<file path="src/verilog/tlb_pkg.sv">
// package for the terminal logic io block: settings, defaults and carriers
package tlb_pkg;
  localparam int VAL_W = 16;
  localparam int DEST_W = 10;
  localparam logic [15:0] LVL_MAX = 16'h7530;
  localparam logic [15:0] LVL_MIN = 16'h8ad0;
  localparam logic [15:0] HI_LEVEL_RST = 16'h0001;
  localparam logic [15:0] LO_LEVEL_RST = 16'h0000;
  localparam logic [15:0] THRESH_RST = 16'h0000;
  localparam logic [9:0] DEST_MAX = 10'h2d0;
  localparam logic [9:0] DEST_DISCONNECT = 10'h190;
  localparam logic [9:0] DEST_INTERNAL_RUN = 10'h134;
  localparam logic RECTIFY_RST = 1'b1;
  localparam logic INVERT_RST = 1'b0;
  localparam logic DRIVE_MODE_RST = 1'b0;
  localparam int NUM_IN = 5;
  localparam int RUN_IDX = 4;
  localparam int NUM_DIO = 4;
  localparam logic [3:0] CFG_IN_HI = 4'h0;
  localparam logic [3:0] CFG_IN_LO = 4'h1;
  localparam logic [3:0] CFG_IN_DEST = 4'h2;
  localparam logic [3:0] CFG_DIO_MODE = 4'h3;
  localparam logic [3:0] CFG_DIO_RECT = 4'h4;
  localparam logic [3:0] CFG_DIO_THRESH = 4'h5;
  localparam logic [3:0] CFG_DIO_INV = 4'h6;
  localparam logic [3:0] CFG_DIO_HI = 4'h7;
  localparam logic [3:0] CFG_DIO_LO = 4'h8;
  localparam logic [3:0] CFG_STATUS = 4'h9;

  typedef struct packed {
    logic [15:0] value;
    logic [9:0] dest;
  } tlb_route_t;

  typedef struct packed {
    logic drive_mode;
    logic rectify;
    logic invert;
    logic [15:0] thresh;
    logic [15:0] hi_level;
    logic [15:0] lo_level;
  } tlb_dio_cfg_t;
endpackage : tlb_pkg

</file>
<file path="src/verilog/tlb_terminal_io.sv">
// terminal logic io block: logic inputs, run input and four bidirectional terminals
`timescale 1ns/1ns
//
// Function
// - each logic input routes its value to a destination number 000 to 720.
// - run terminal high outputs run high level, range +-300%, default 0.01%.
// - run terminal low outputs run low level, default 0.00%.
// - run input defaults to internal run destination 308, held high if disconnected.
// - four bidirectional channels each with their own full setting set.
// - output mode disabled keeps switch open; processed result still available.
// - output mode enabled keeps switch closed; terminal driven by output path.
// - input sensing reports terminal level at all times.
// - output mode is a two-value enable, reset default disabled.
// - output mode change takes effect only while the drive is stopped.
// - each channel output compares a selected internal signal against its threshold.
// - rectify defaults enabled and compares signal magnitude.
// - rectify disabled compares the signed signal directly.
// - rectify setting is per channel and affects the output comparison only.
// - logic use reads exactly zero as low, any nonzero value as high.
// - comparator is high only when signal strictly exceeds threshold.
// - per-channel invert setting, default non-inverting.
module tlb_terminal_io
  import tlb_pkg::*;
#(
  parameter int NUM_DIP = 4
) (
  input wire logic i_clk,
  input wire logic i_sys_rst,
  input wire logic [3:0] i_addr,
  input wire logic [3:0] i_chan,
  input wire logic [15:0] i_wdata,
  input wire logic i_wr,
  input wire logic i_rd,
  output logic [15:0] o_rdata,
  input wire logic i_drive_stopped,
  input wire logic [NUM_DIP-1:0] i_logic_input,
  input wire logic i_run_terminal_input,
  input wire logic i_run_terminal_present,
  input wire logic [NUM_DIO*16-1:0] i_source_value,
  input wire logic [NUM_DIO-1:0] i_bidir_terminal_in,
  output logic [NUM_DIO-1:0] o_bidir_terminal_out,
  output logic [NUM_DIO-1:0] o_bidir_terminal_oe,
  output logic [NUM_DIO-1:0] o_dio_result,
  output tlb_route_t [NUM_IN-1:0] o_in_route,
  output tlb_route_t [NUM_DIO-1:0] o_dio_route,
  output logic o_internal_run_target
);

  localparam int NIN = NUM_DIP + 1;
  localparam int RUN = NUM_DIP;

  // the read layout and the channel decode are built for these sizes
  generate
    if (NUM_DIP != 4 || NIN != NUM_IN) begin : g_bad_dip
      $error("tlb_terminal_io: only four logic inputs are supported");
    end
    if (VAL_W != 16 || DEST_W != 10) begin : g_bad_width
      $error("tlb_terminal_io: levels are 16 bits and destinations 10 bits");
    end
    if (NUM_DIO != 4 || RUN_IDX != RUN) begin : g_bad_dio
      $error("tlb_terminal_io: four channels and the run input last are required");
    end
    if ($signed(LVL_MAX) <= 0 || DEST_INTERNAL_RUN > DEST_MAX) begin : g_bad_const
      $error("tlb_terminal_io: level span or run destination out of range");
    end
  endgenerate

  // clamp a written level to the +-300.00% span
  function automatic logic [15:0] clamp_level(input logic [15:0] v);
    if ($signed(v) > $signed(LVL_MAX)) begin
      return LVL_MAX;
    end else if ($signed(v) < $signed(LVL_MIN)) begin
      return LVL_MIN;
    end
    return v;
  endfunction : clamp_level

  // unsigned magnitude; most negative code saturates
  function automatic logic [15:0] magnitude(input logic [15:0] v);
    if (v[15]) begin
      return (v == 16'h8000) ? 16'h7fff : 16'((~v) + 16'h0001);
    end
    return v;
  endfunction : magnitude

  // destination number inside the span, no stray upper bits
  function automatic logic dest_ok(input logic [15:0] v);
    return (v[9:0] <= DEST_MAX) && (v[15:10] == 6'h00);
  endfunction : dest_ok

  // settings held per logic or run input
  function automatic logic is_in_addr(input logic [3:0] a);
    return (a == CFG_IN_HI) || (a == CFG_IN_LO) || (a == CFG_IN_DEST);
  endfunction : is_in_addr

  // settings held per bidirectional channel
  function automatic logic is_dio_addr(input logic [3:0] a);
    return (a >= CFG_DIO_MODE) && (a <= CFG_DIO_LO);
  endfunction : is_dio_addr

  // rectified: magnitude against the signed threshold, so both signs switch alike
  function automatic logic above_rect(input logic [15:0] s, input logic [15:0] t);
    return $signed({1'b0, magnitude(s)}) > $signed({t[15], t});
  endfunction : above_rect

  // bipolar: one switching point across the signed range; equal stays low
  function automatic logic above_bipolar(input logic [15:0] s, input logic [15:0] t);
    return $signed(s) > $signed(t);
  endfunction : above_bipolar

  // read view of one input's settings
  function automatic logic [15:0] in_field_rd(input logic [3:0] a, input logic [15:0] hi,
      input logic [15:0] lo, input logic [9:0] dest);
    case (a)
      CFG_IN_HI: return hi;
      CFG_IN_LO: return lo;
      default: return {6'h00, dest};
    endcase
  endfunction : in_field_rd

  // read view of one channel's settings; mode shows applied then pending
  function automatic logic [15:0] dio_field_rd(input logic [3:0] a, input tlb_dio_cfg_t cfg,
      input logic pend);
    case (a)
      CFG_DIO_MODE: return {14'h0000, cfg.drive_mode, pend};
      CFG_DIO_RECT: return {15'h0000, cfg.rectify};
      CFG_DIO_THRESH: return cfg.thresh;
      CFG_DIO_INV: return {15'h0000, cfg.invert};
      CFG_DIO_HI: return cfg.hi_level;
      CFG_DIO_LO: return cfg.lo_level;
      default: return 16'h0000;
    endcase
  endfunction : dio_field_rd

  // status word: compare results, sensed channel levels, sampled input states
  function automatic logic [15:0] status_word(input logic [3:0] res, input logic [3:0] dio,
      input logic [4:0] ins);
    return {res, dio, 3'h0, ins};
  endfunction : status_word

  logic [15:0] in_hi_ff [NIN];
  logic [15:0] in_lo_ff [NIN];
  logic [9:0] in_dest_ff [NIN];
  logic [NIN-1:0] in_state_ff;
  tlb_dio_cfg_t dio_cfg_ff [NUM_DIO];
  logic [NUM_DIO-1:0] mode_req_ff;
  logic [NUM_DIO-1:0] bidir_state_ff;
  logic [NUM_DIO-1:0] cmp_ff;
  logic [15:0] rdata_ff;
  logic [15:0] nxt_rdata;
  logic [15:0] wval;
  logic [NIN-1:0] pin_now;
  logic wr_in_ok;
  logic wr_dio_ok;
  logic [2:0] chan_in;
  logic [1:0] chan_dio;
  // registered route carriers
  tlb_route_t [NIN-1:0] in_route_ff;
  tlb_route_t [NIN-1:0] nxt_in_route;
  tlb_route_t [NUM_DIO-1:0] dio_route_ff;
  tlb_route_t [NUM_DIO-1:0] nxt_dio_route;
  logic run_tgt_ff;
  logic nxt_run_tgt;
  logic [NIN-1:0] nxt_in_state;
  logic [NUM_DIO-1:0] nxt_bidir_state;
  logic rd_in_sel;
  logic rd_dio_sel;

  assign wval = clamp_level(i_wdata);
  assign wr_in_ok = i_wr && is_in_addr(i_addr) && (i_chan < 4'(NIN));
  assign wr_dio_ok = i_wr && is_dio_addr(i_addr) && (i_chan < 4'(NUM_DIO));
  assign chan_in = i_chan[2:0];
  assign chan_dio = i_chan[1:0];
  // a missing run terminal reads high so the internal run target stays asserted
  assign pin_now = {i_run_terminal_input | ~i_run_terminal_present, i_logic_input};
  // inputs are taken as synchronous to the clock, so one flop per terminal suffices
  assign nxt_in_state = pin_now;
  assign nxt_bidir_state = i_bidir_terminal_in;

  // logic input and run input settings, one process per input
  generate
    for (genvar k = 0; k < NIN; k++) begin : g_in_cfg
      logic sel;
      assign sel = wr_in_ok && (chan_in == 3'(k));
      always_ff @(posedge i_clk) begin
        if (i_sys_rst) begin
          in_hi_ff[k] <= HI_LEVEL_RST;
          in_lo_ff[k] <= LO_LEVEL_RST;
          in_dest_ff[k] <= (k == RUN) ? DEST_INTERNAL_RUN : DEST_DISCONNECT;
        end else if (sel) begin
          case (i_addr)
            CFG_IN_HI: in_hi_ff[k] <= wval;
            CFG_IN_LO: in_lo_ff[k] <= wval;
            CFG_IN_DEST: begin
              // out-of-span numbers are refused, the old target stays
              if (dest_ok(i_wdata)) begin
                in_dest_ff[k] <= i_wdata[9:0];
              end
            end
            default: ;
          endcase
        end
      end
    end
  endgenerate

  // bidirectional channel settings, one process per channel
  generate
    for (genvar c = 0; c < NUM_DIO; c++) begin : g_dio_cfg
      logic sel;
      assign sel = wr_dio_ok && (chan_dio == 2'(c));
      always_ff @(posedge i_clk) begin
        if (i_sys_rst) begin
          dio_cfg_ff[c].drive_mode <= DRIVE_MODE_RST;
          dio_cfg_ff[c].rectify <= RECTIFY_RST;
          dio_cfg_ff[c].invert <= INVERT_RST;
          dio_cfg_ff[c].thresh <= THRESH_RST;
          dio_cfg_ff[c].hi_level <= HI_LEVEL_RST;
          dio_cfg_ff[c].lo_level <= LO_LEVEL_RST;
          mode_req_ff[c] <= DRIVE_MODE_RST;
        end else begin
          if (sel) begin
            case (i_addr)
              CFG_DIO_MODE: mode_req_ff[c] <= i_wdata[0];
              CFG_DIO_RECT: dio_cfg_ff[c].rectify <= i_wdata[0];
              CFG_DIO_THRESH: dio_cfg_ff[c].thresh <= wval;
              CFG_DIO_INV: dio_cfg_ff[c].invert <= i_wdata[0];
              CFG_DIO_HI: dio_cfg_ff[c].hi_level <= wval;
              CFG_DIO_LO: dio_cfg_ff[c].lo_level <= wval;
              default: ;
            endcase
          end
          // a requested mode waits until the drive stops; running keeps the old one
          if (i_drive_stopped) begin
            dio_cfg_ff[c].drive_mode <= mode_req_ff[c];
          end
        end
      end
    end
  endgenerate

  // terminal sampling, once per update cycle
  always_ff @(posedge i_clk) begin
    if (i_sys_rst) begin
      in_state_ff <= '0;
      bidir_state_ff <= '0;
    end else begin
      in_state_ff <= nxt_in_state;
      bidir_state_ff <= nxt_bidir_state;
    end
  end

  // output comparison path per channel
  generate
    for (genvar c = 0; c < NUM_DIO; c++) begin : g_dio
      logic [15:0] src;
      logic [15:0] thr;
      logic gt;
      logic res;
      assign src = i_source_value[c*16 +: 16];
      assign thr = dio_cfg_ff[c].thresh;
      always_comb begin
        if (dio_cfg_ff[c].rectify) begin
          gt = above_rect(src, thr);
        end else begin
          gt = above_bipolar(src, thr);
        end
        res = gt ^ dio_cfg_ff[c].invert;
      end
      always_ff @(posedge i_clk) begin
        if (i_sys_rst) begin
          cmp_ff[c] <= 1'b0;
        end else begin
          cmp_ff[c] <= res;
        end
      end
      // switch closed only in output mode; result always exported
      assign o_bidir_terminal_oe[c] = dio_cfg_ff[c].drive_mode;
      assign o_bidir_terminal_out[c] = cmp_ff[c] & dio_cfg_ff[c].drive_mode;
      assign o_dio_result[c] = cmp_ff[c];
      assign nxt_dio_route[c].value = bidir_state_ff[c] ?
          dio_cfg_ff[c].hi_level : dio_cfg_ff[c].lo_level;
      assign nxt_dio_route[c].dest = DEST_DISCONNECT;
    end
    for (genvar i = 0; i < NIN; i++) begin : g_in
      assign nxt_in_route[i].value = in_state_ff[i] ? in_hi_ff[i] : in_lo_ff[i];
      assign nxt_in_route[i].dest = in_dest_ff[i];
    end
  endgenerate

  // logic reading of the run route: zero is low, any other value high
  assign nxt_run_tgt = (in_dest_ff[RUN] == DEST_INTERNAL_RUN) &&
      (nxt_in_route[RUN].value != 16'h0000);

  // routes leave through flip-flops; the run target is taken from the same
  // values so the two never disagree for a cycle
  always_ff @(posedge i_clk) begin
    if (i_sys_rst) begin
      for (int k = 0; k < NIN; k++) begin
        in_route_ff[k].value <= LO_LEVEL_RST;
        in_route_ff[k].dest <= (k == RUN) ? DEST_INTERNAL_RUN : DEST_DISCONNECT;
      end
      for (int k = 0; k < NUM_DIO; k++) begin
        dio_route_ff[k].value <= LO_LEVEL_RST;
        dio_route_ff[k].dest <= DEST_DISCONNECT;
      end
      run_tgt_ff <= 1'b0;
    end else begin
      in_route_ff <= nxt_in_route;
      dio_route_ff <= nxt_dio_route;
      run_tgt_ff <= nxt_run_tgt;
    end
  end

  assign o_in_route = in_route_ff;
  assign o_dio_route = dio_route_ff;
  assign o_internal_run_target = run_tgt_ff;

  // register read port, data one cycle after the strobe
  assign rd_in_sel = is_in_addr(i_addr) && (i_chan < 4'(NIN));
  assign rd_dio_sel = is_dio_addr(i_addr) && (i_chan < 4'(NUM_DIO));
  always_comb begin
    nxt_rdata = 16'h0000;
    if (i_addr == CFG_STATUS) begin
      nxt_rdata = status_word(o_dio_result, bidir_state_ff, in_state_ff);
    end else if (rd_in_sel) begin
      nxt_rdata = in_field_rd(i_addr, in_hi_ff[chan_in], in_lo_ff[chan_in], in_dest_ff[chan_in]);
    end else if (rd_dio_sel) begin
      nxt_rdata = dio_field_rd(i_addr, dio_cfg_ff[chan_dio], mode_req_ff[chan_dio]);
    end
  end

  always_ff @(posedge i_clk) begin
    if (i_sys_rst) begin
      rdata_ff <= 16'h0000;
    end else if (i_rd) begin
      rdata_ff <= nxt_rdata;
    end else begin
      rdata_ff <= 16'h0000;
    end
  end

  assign o_rdata = rdata_ff;

endmodule : tlb_terminal_io
</file>
<file path="config.mk">
export PLATFORM = sky130hd
export DESIGN_NAME = tlb_terminal_io
export DESIGN_NICKNAME = d
export VERILOG_FILES = /design/src/verilog/tlb_pkg.sv /design/src/verilog/tlb_terminal_io.sv
export SDC_FILE = /design/constraint.sdc
export NUM_CORES = 1
export LEC_CHECK = 0
export BUFFER_PORTS_ARGS = -buffer_cell sky130_fd_sc_hd__buf_2
export CORE_MARGIN = 5
export CORE_UTILIZATION = 59
export DETAILED_ROUTE_END_ITERATION = 7
export PLACE_DENSITY = 0.81
export SLEW_MARGIN = 20
export SYNTH_ARGS = -nofsm -noshare
export SYNTH_HDL_FRONTEND = slang
export SYNTH_SLANG_ARGS = --single-unit
</file>
<file path="constraint.sdc">
create_clock -name i_clk -period 6.8 [get_ports i_clk]
set_input_delay 1.7 -clock i_clk [delete_from_list [all_inputs] [get_ports i_clk]]
set_output_delay 1.7 -clock i_clk [all_outputs]
set_load 0.1 [all_outputs]
</file>
# == Word-level counts from Yosys, hierarchy flattened ==
# Memories as Yosys holds them, arrays and structs flattened. A register that Yosys moved wholly into a read port is not among the register bits.
# Cells that the tools add are included.
# word_totals
mem_bits_rw,414
ff_bits,228
memories,4
output_inout_bits,263
# mem_list
memory,words,word_bits,read_ports,rd_ports_with_merged_regs,write_ports,line_no,source
dio_cfg_ff,4,51,5,0,4,tlb_terminal_io.sv:145,tlb_dio_cfg_t dio_cfg_ff [NUM_DIO];
in_hi_ff,5,16,6,0,5,tlb_terminal_io.sv:141,logic [15:0] in_hi_ff [NIN];
in_lo_ff,5,16,6,0,5,tlb_terminal_io.sv:142,logic [15:0] in_lo_ff [NIN];
in_dest_ff,5,10,6,4,5,tlb_terminal_io.sv:143,logic [9:0] in_dest_ff [NIN];
# op_classes
eq_ne,21
addsub,4
reduce_logical,31
muxes,207
magnitude_cmp,16
n_bitwise,54
# ops
cell,n
2-to-1 mux 16 bit,53
2-to-1 mux 1 bit,146
one-hot mux 16 bit (6 select lines),1
> comparator 17 x 16 -> 1 bit,4
adder 16 x 1 -> 16 bit (second input constant),4
== test 16 bit (second input constant),4
> comparator 16 bit,4
inverter 16 bit,4
2-to-1 mux 10 bit,5
bitwise OR 1 bit,40
one-hot mux 16 bit (2 select lines),1
logical AND 1 bit,18
== test 4 x 3 -> 1 bit (second input constant),4
> comparator 16 bit (second input constant),1
less-than comparator 16 bit (second input constant),1
nonzero test 16 bit,1
== test 10 x 9 -> 1 bit (second input constant),1
less-or-equal comparator 10 bit (second input constant),1
== test 4 x 2 -> 1 bit (second input constant),2
== test 4 bit (second input constant),2
less-than comparator 4 x 3 -> 1 bit (second input constant),2
AND reduction 2 bit,4
== test 3 x 2 -> 1 bit (second input constant),2
logical NOT 6 bit,1
other kinds (18),27

# == Logic depth before layout (Yosys ltp) ==
# depth
word_depth,10
mapped_depth,16
ltp_nobuf,16

# == Worst setup path before layout ==
# Ideal clock, no wire load.
# synth_path
path_kind,input-to-reg
start,input port i_source_value[37]
end,"register cmp_ff[2], in the netlist o_dio_result[2]"
setup_ps,121
path_slack_ps,1514
arrival_time_ps,5165
cell_stages,13
t_required_ps,6679
path_buffers,1
path_cell_list,or3_1 or4_1 or3_1 or2_2 clkbuf_1 nand2_1 ha_1 nand4_1 or4b_2 o311ai_0 mux2i_1 a21oi_1 mux2_2
# synth_via
elab_chain_len,9
# synth_lines
element,line_no,source
start: declaration,tlb_terminal_io.sv:39,"input wire logic [NUM_DIO*16-1:0] i_source_value,"
inverter 16 bit,tlb_terminal_io.sv:81,return (v == 16'h8000) ? 16'h7fff : 16'((~v) + 16'h0001);
adder 16 x 1 -> 16 bit,tlb_terminal_io.sv:81,
2-to-1 mux 16 bit,tlb_terminal_io.sv:81,
2-to-1 mux 16 bit,tlb_terminal_io.sv:80,if (v[15]) begin
2-to-1 mux 16 bit,tlb_terminal_io.sv:83,return v;
2-to-1 mux 16 bit,tlb_terminal_io.sv:263,if (dio_cfg_ff[c].rectify) begin
> comparator 17 x 16 -> 1 bit,tlb_terminal_io.sv:103,"return $signed({1'b0, magnitude(s)}) > $signed({t[15], t});"
2-to-1 mux 1 bit (*),tlb_terminal_io.sv:263,
bitwise XOR 1 bit (*),tlb_terminal_io.sv:268,res = gt ^ dio_cfg_ff[c].invert;
end signal: indexed assignment,tlb_terminal_io.sv:274,cmp_ff[c] <= res;
end: declaration,tlb_terminal_io.sv:148,logic [NUM_DIO-1:0] cmp_ff;
# Mark *: on every way between the ends. The rest lies on a longest branch, timed or not. The select of a mux whose other input is x is not followed.
# A chain may end at the register's enable or synchronous reset.

# == Worst setup path in the final report ==
# layout_path
start,input port i_source_value[6]
end,"register cmp_ff[0], in the netlist o_dio_result[0]"
# The elaborated chain is that of the path after synthesis.

==> Implementation_results.wiki <==
{| class="wikitable"
! Metric !! Value
|-
| Number of design-rule violations left by the first detailed-router iteration || about 3.7k
|-
| Full die area || between 50,000 and 60,000 um^2
|-
| Cell types with the largest area share after synthesis || edfxtp_1 (40%), dfxtp_1 (15%), mux4_2 (6.7%), mux2i_1 (6.0%), nor2_1 (5.8%)
|-
| Unique cell type count in the Yosys netlist || 70
|-
| Kind of start point of the critical path || input pin
|-
| Row cnt || 84
|-
| PnR Total Power || 0.009672 W
|-
| Clk Latency, worst-skew pair || 640 ps
|-
| Dominant cell by count in the synthesized netlist || nor2_1
|-
| Total number of H-tree levels || 2
|-
| Worst hold path type || register to register
|-
| Worst Path Required || ~7300 ps
|-
| Worst path arrival time || approximately 5500 ps
|-
| Setup Buffers After CTS || 0
|-
| XOR/XNOR share of the synthesized area || 0.01201
|-
| Antenna violations before repair || 10
|-
| HPWL after detailed placement || about 70,000 um
|-
| Slew at the pin with the worst max-slew slack || roughly 1100 ps
|-
| Simple-gate area share of the yosys netlist || 0.1565
|-
| Detailed-routing iteration count for the pre-antenna-repair pass || 7
|-
| Proportion of synthesized area in mux cells || 0.1293
|-
| Power Dens Cells || approximately 270 nW/um^2
|-
| Number of resized instances in the post-cts repair step || 0
|-
| I/O pin count || around 370
|-
| Most frequently used flop master after synthesis || edfxtp_1
|-
| Post-synth EDFFs || 414
|-
| Hold violation total from the final report || 0
|-
| Overall via count from detail_route || around 24k
|-
| Initial standard-cell utilization of the core || 0.5957
|-
| Syn avg cell area || 11.43 um^2
|-
| Average routed wire per standard cell || approximately 26 um
|-
| Cell count after synthesis || 2,744
|-
| Clock sinks || around 640
|-
| Post-synthesis compound-gate area fraction || 0.06266
|-
| Class of the most critical setup path || input pin to register
|-
| Final worst-path cycle share || 0.7400
|-
| Number of maximum-capacitance constraint violations || 0
|-
| Cell taking the most area after synthesis || edfxtp_1
|-
| Endpoints failing setup || 0
|-
| Number of buffers created by CTS || between 60 and 70
|-
| Clock buffer depth || 3
|-
| VDD IR-drop max || between 0.2 and 0.25 mV
|-
| Vias in the first global route || between 20k and 25k
|-
| # hold bufs at CTS || 0
|-
| Congestion Overflow GR || 0
|-
| Setup repair after global routing missed its margin || no
|-
| Fraction of registers with async set or reset after synthesis || 0
|-
| Post-synth design cell area || around 31,000 um^2
|-
| Placed cells || roughly 3.6k
|-
| Count of buffers inserted at the top-level ports || around 330
|-
| Clock Root Buffer || clkbuf_16
|-
| Gp weighted congestion || around 0.99
|-
| Final layout net count || 3,227
|-
| Placeable core area || between 50,000 and 60,000 um^2
|-
| Fraction of synthesized cell area taken by the top area cell type || 0.3963
|-
| Status || complete, no violations
|-
| Antenna-violating nets left || 0
|-
| Final slew viol count || 0
|-
| Combinational family with the most area after synthesis || simple AND/OR/NAND/NOR gates
|-
| Proportion of synthesized chip area in sequential cells || 0.5418
|-
| Leakage component of the power || around 15 nW
|-
| Die outline width || approximately 240 um
|-
| Vertical die dimension || ~240 um
|-
| Layout cells sized above 1 || 0.2039
|-
| Worst slew margin relative to its limit || 0.2619
|-
| Post-route insts no fill || about 3.7k
|-
| GRT Overall Usage || 0.3305
|-
| Crit Path Max Fanout || 11
|-
| Clock tree from TritonCTS || done
|-
| Clock Pin Slew Worst Setup and Hold Paths || around 60 ps
|-
| Clock skew || 34.75 ps
|-
| Pin count of the biggest net entering global routing || roughly 110
|-
| Most common library cells after synthesis || nor2_1 (486), edfxtp_1 (414), dfxtp_1 (228)
|-
| Syn-to-layout area delta || 13.02%
|-
| Clock period minus final worst setup slack || around 5000 ps
|-
| Arithmetic-cell share of the synthesized area counting full adders, half adders and majority gates || 0.05425
|-
| Synthesis warning total || 0
|-
| Detailed-route DRC error count || 0
|-
| Summed negative setup slack over all endpoints || 0 ps
|-
| FMAX || roughly 200 MHz
|-
| Critical Path End Type || register
|-
| Post-detailed-route via-to-cell ratio || 6.439
|-
| Flop and latch count out of synthesis || between 600 and 700
|-
| Sum of routed wire length over all layers || 98,550 um
|-
| Wire length of the first global-routing pass || between 100,000 and 150,000 um
|}
flip-flops by register name (all words and copies together), names as in the netlist, 5 cells and up:
name	cells
in_lo_ff	80
o_rdata	16
in_hi_ff	80
dio_cfg_ff	204
in_state_ff	5
o_dio_route	64
o_in_route	130
in_dest_ff	50
through the flow:
stage / area (um^2) / setup slack, ps / util / hold WS (ps)
2_1_floorplan: 31510 / 1514 / - / 429.4
3_3_place_gp: 33310 / 1185 / 0.6325 / 444.5
3_5_place_dp: 33310 / 1171 / 0.6327 / 455.1
4_1_cts: 35410 / 1797 / 0.6725 / 467.7
5_1_grt: 35430 / 1602 / 0.6729 / 483.6
6_report: 35450 / 1768 / 0.6732 / 471.2
where the power goes:
part / switching (W) / internal, W / leakage [nW]
combinational: 0.00130 / 0.000411 / 7.86
sequential: 0.000132 / 0.00435 / 5.85
clock: 0.00152 / 0.00197 / 1.05
total: 0.00295 / 0.00673 / 14.8
worst max-delay path, stage by stage:
cell and delay, ps:
buf_2 120, or4_1 540, or2_1 250, or3_1 400
or4_4 470, or2_1 390, nand2_1 120, ha_1 240
a21o_1 160, a21o_1 170, a21oi_1 130, a21oi_1 100
or3_1 350, o211a_1 120, mux2_2 270
area by class of cell:
type                    instances  area [um^2]
fillers                      3760        17210
flip-flops and latches        642        17000
multi-input cells            1835        13200
repair buffers                369         1974
clock buffers                  88         1867
well taps                     688        860.8
inverters                      79        296.5
clock inverters                28        231.5
diodes                          8        20.02
placed cells by master (no fill, tap or decap), types with 8 or more instances in the layout:
cell	n
inv_1	79
nand4_1	32
or4_1	8
clkbuf_8	12
o22ai_1	13
clkbuf_1	9
mux2i_1	188
nor2_1	486
nor2b_1	63
o21bai_1	25
o21ai_0	54
or2_2	23
nand3_1	30
nand2b_1	9
a22oi_1	14
diode_2	8
xor2_1	36
or3_1	32
a21oi_1	58
mux4_2	94
conb_1	40
nor3_1	24
and2_1	75
buf_4	45
a21o_1	34
o31ai_1	15
ha_1	136
buf_2	322
and3_1	62
clkinv_2	13
clkbuf_16	67
dfxtp_1	227
edfxtp_1	414
a222oi_1	13
nand2_1	147
nor4_1	12
cell families after synthesis:
logic type,after synthesis
AO/OA/AOI/OAI,293
other,2
AND/OR/NAND/NOR,1036
multiplexers,287
flip-flops,642
adder cells (fa/ha/maj),136
buffers and inverters,305
XOR/XNOR,43
routing by layer:
metal	up-vias	share of wire	track usage
met5	-	0.00034	0
met4	6	0.055	0.1429
li1	10260	-	-
met2	1813	0.45	0.5137
met3	341	0.14	0.08845
met1	11640	0.36	0.4439
worst paths after layout:
path	slack [ps]	endpoint	startpoint	depth (start not counted)
worst min register to register	470	o_in_route[33]	in_dest_ff[1][7]	1
worst max-delay path	1770	o_dio_result[0]	i_source_value[6]	15
worst max register to register	3720	o_dio_result[2]	dio_cfg_ff[2][47]	9
worst min-delay path	470	o_in_route[33]	in_dest_ff[1][7]	1
Power figures use the tool's default switching activity.
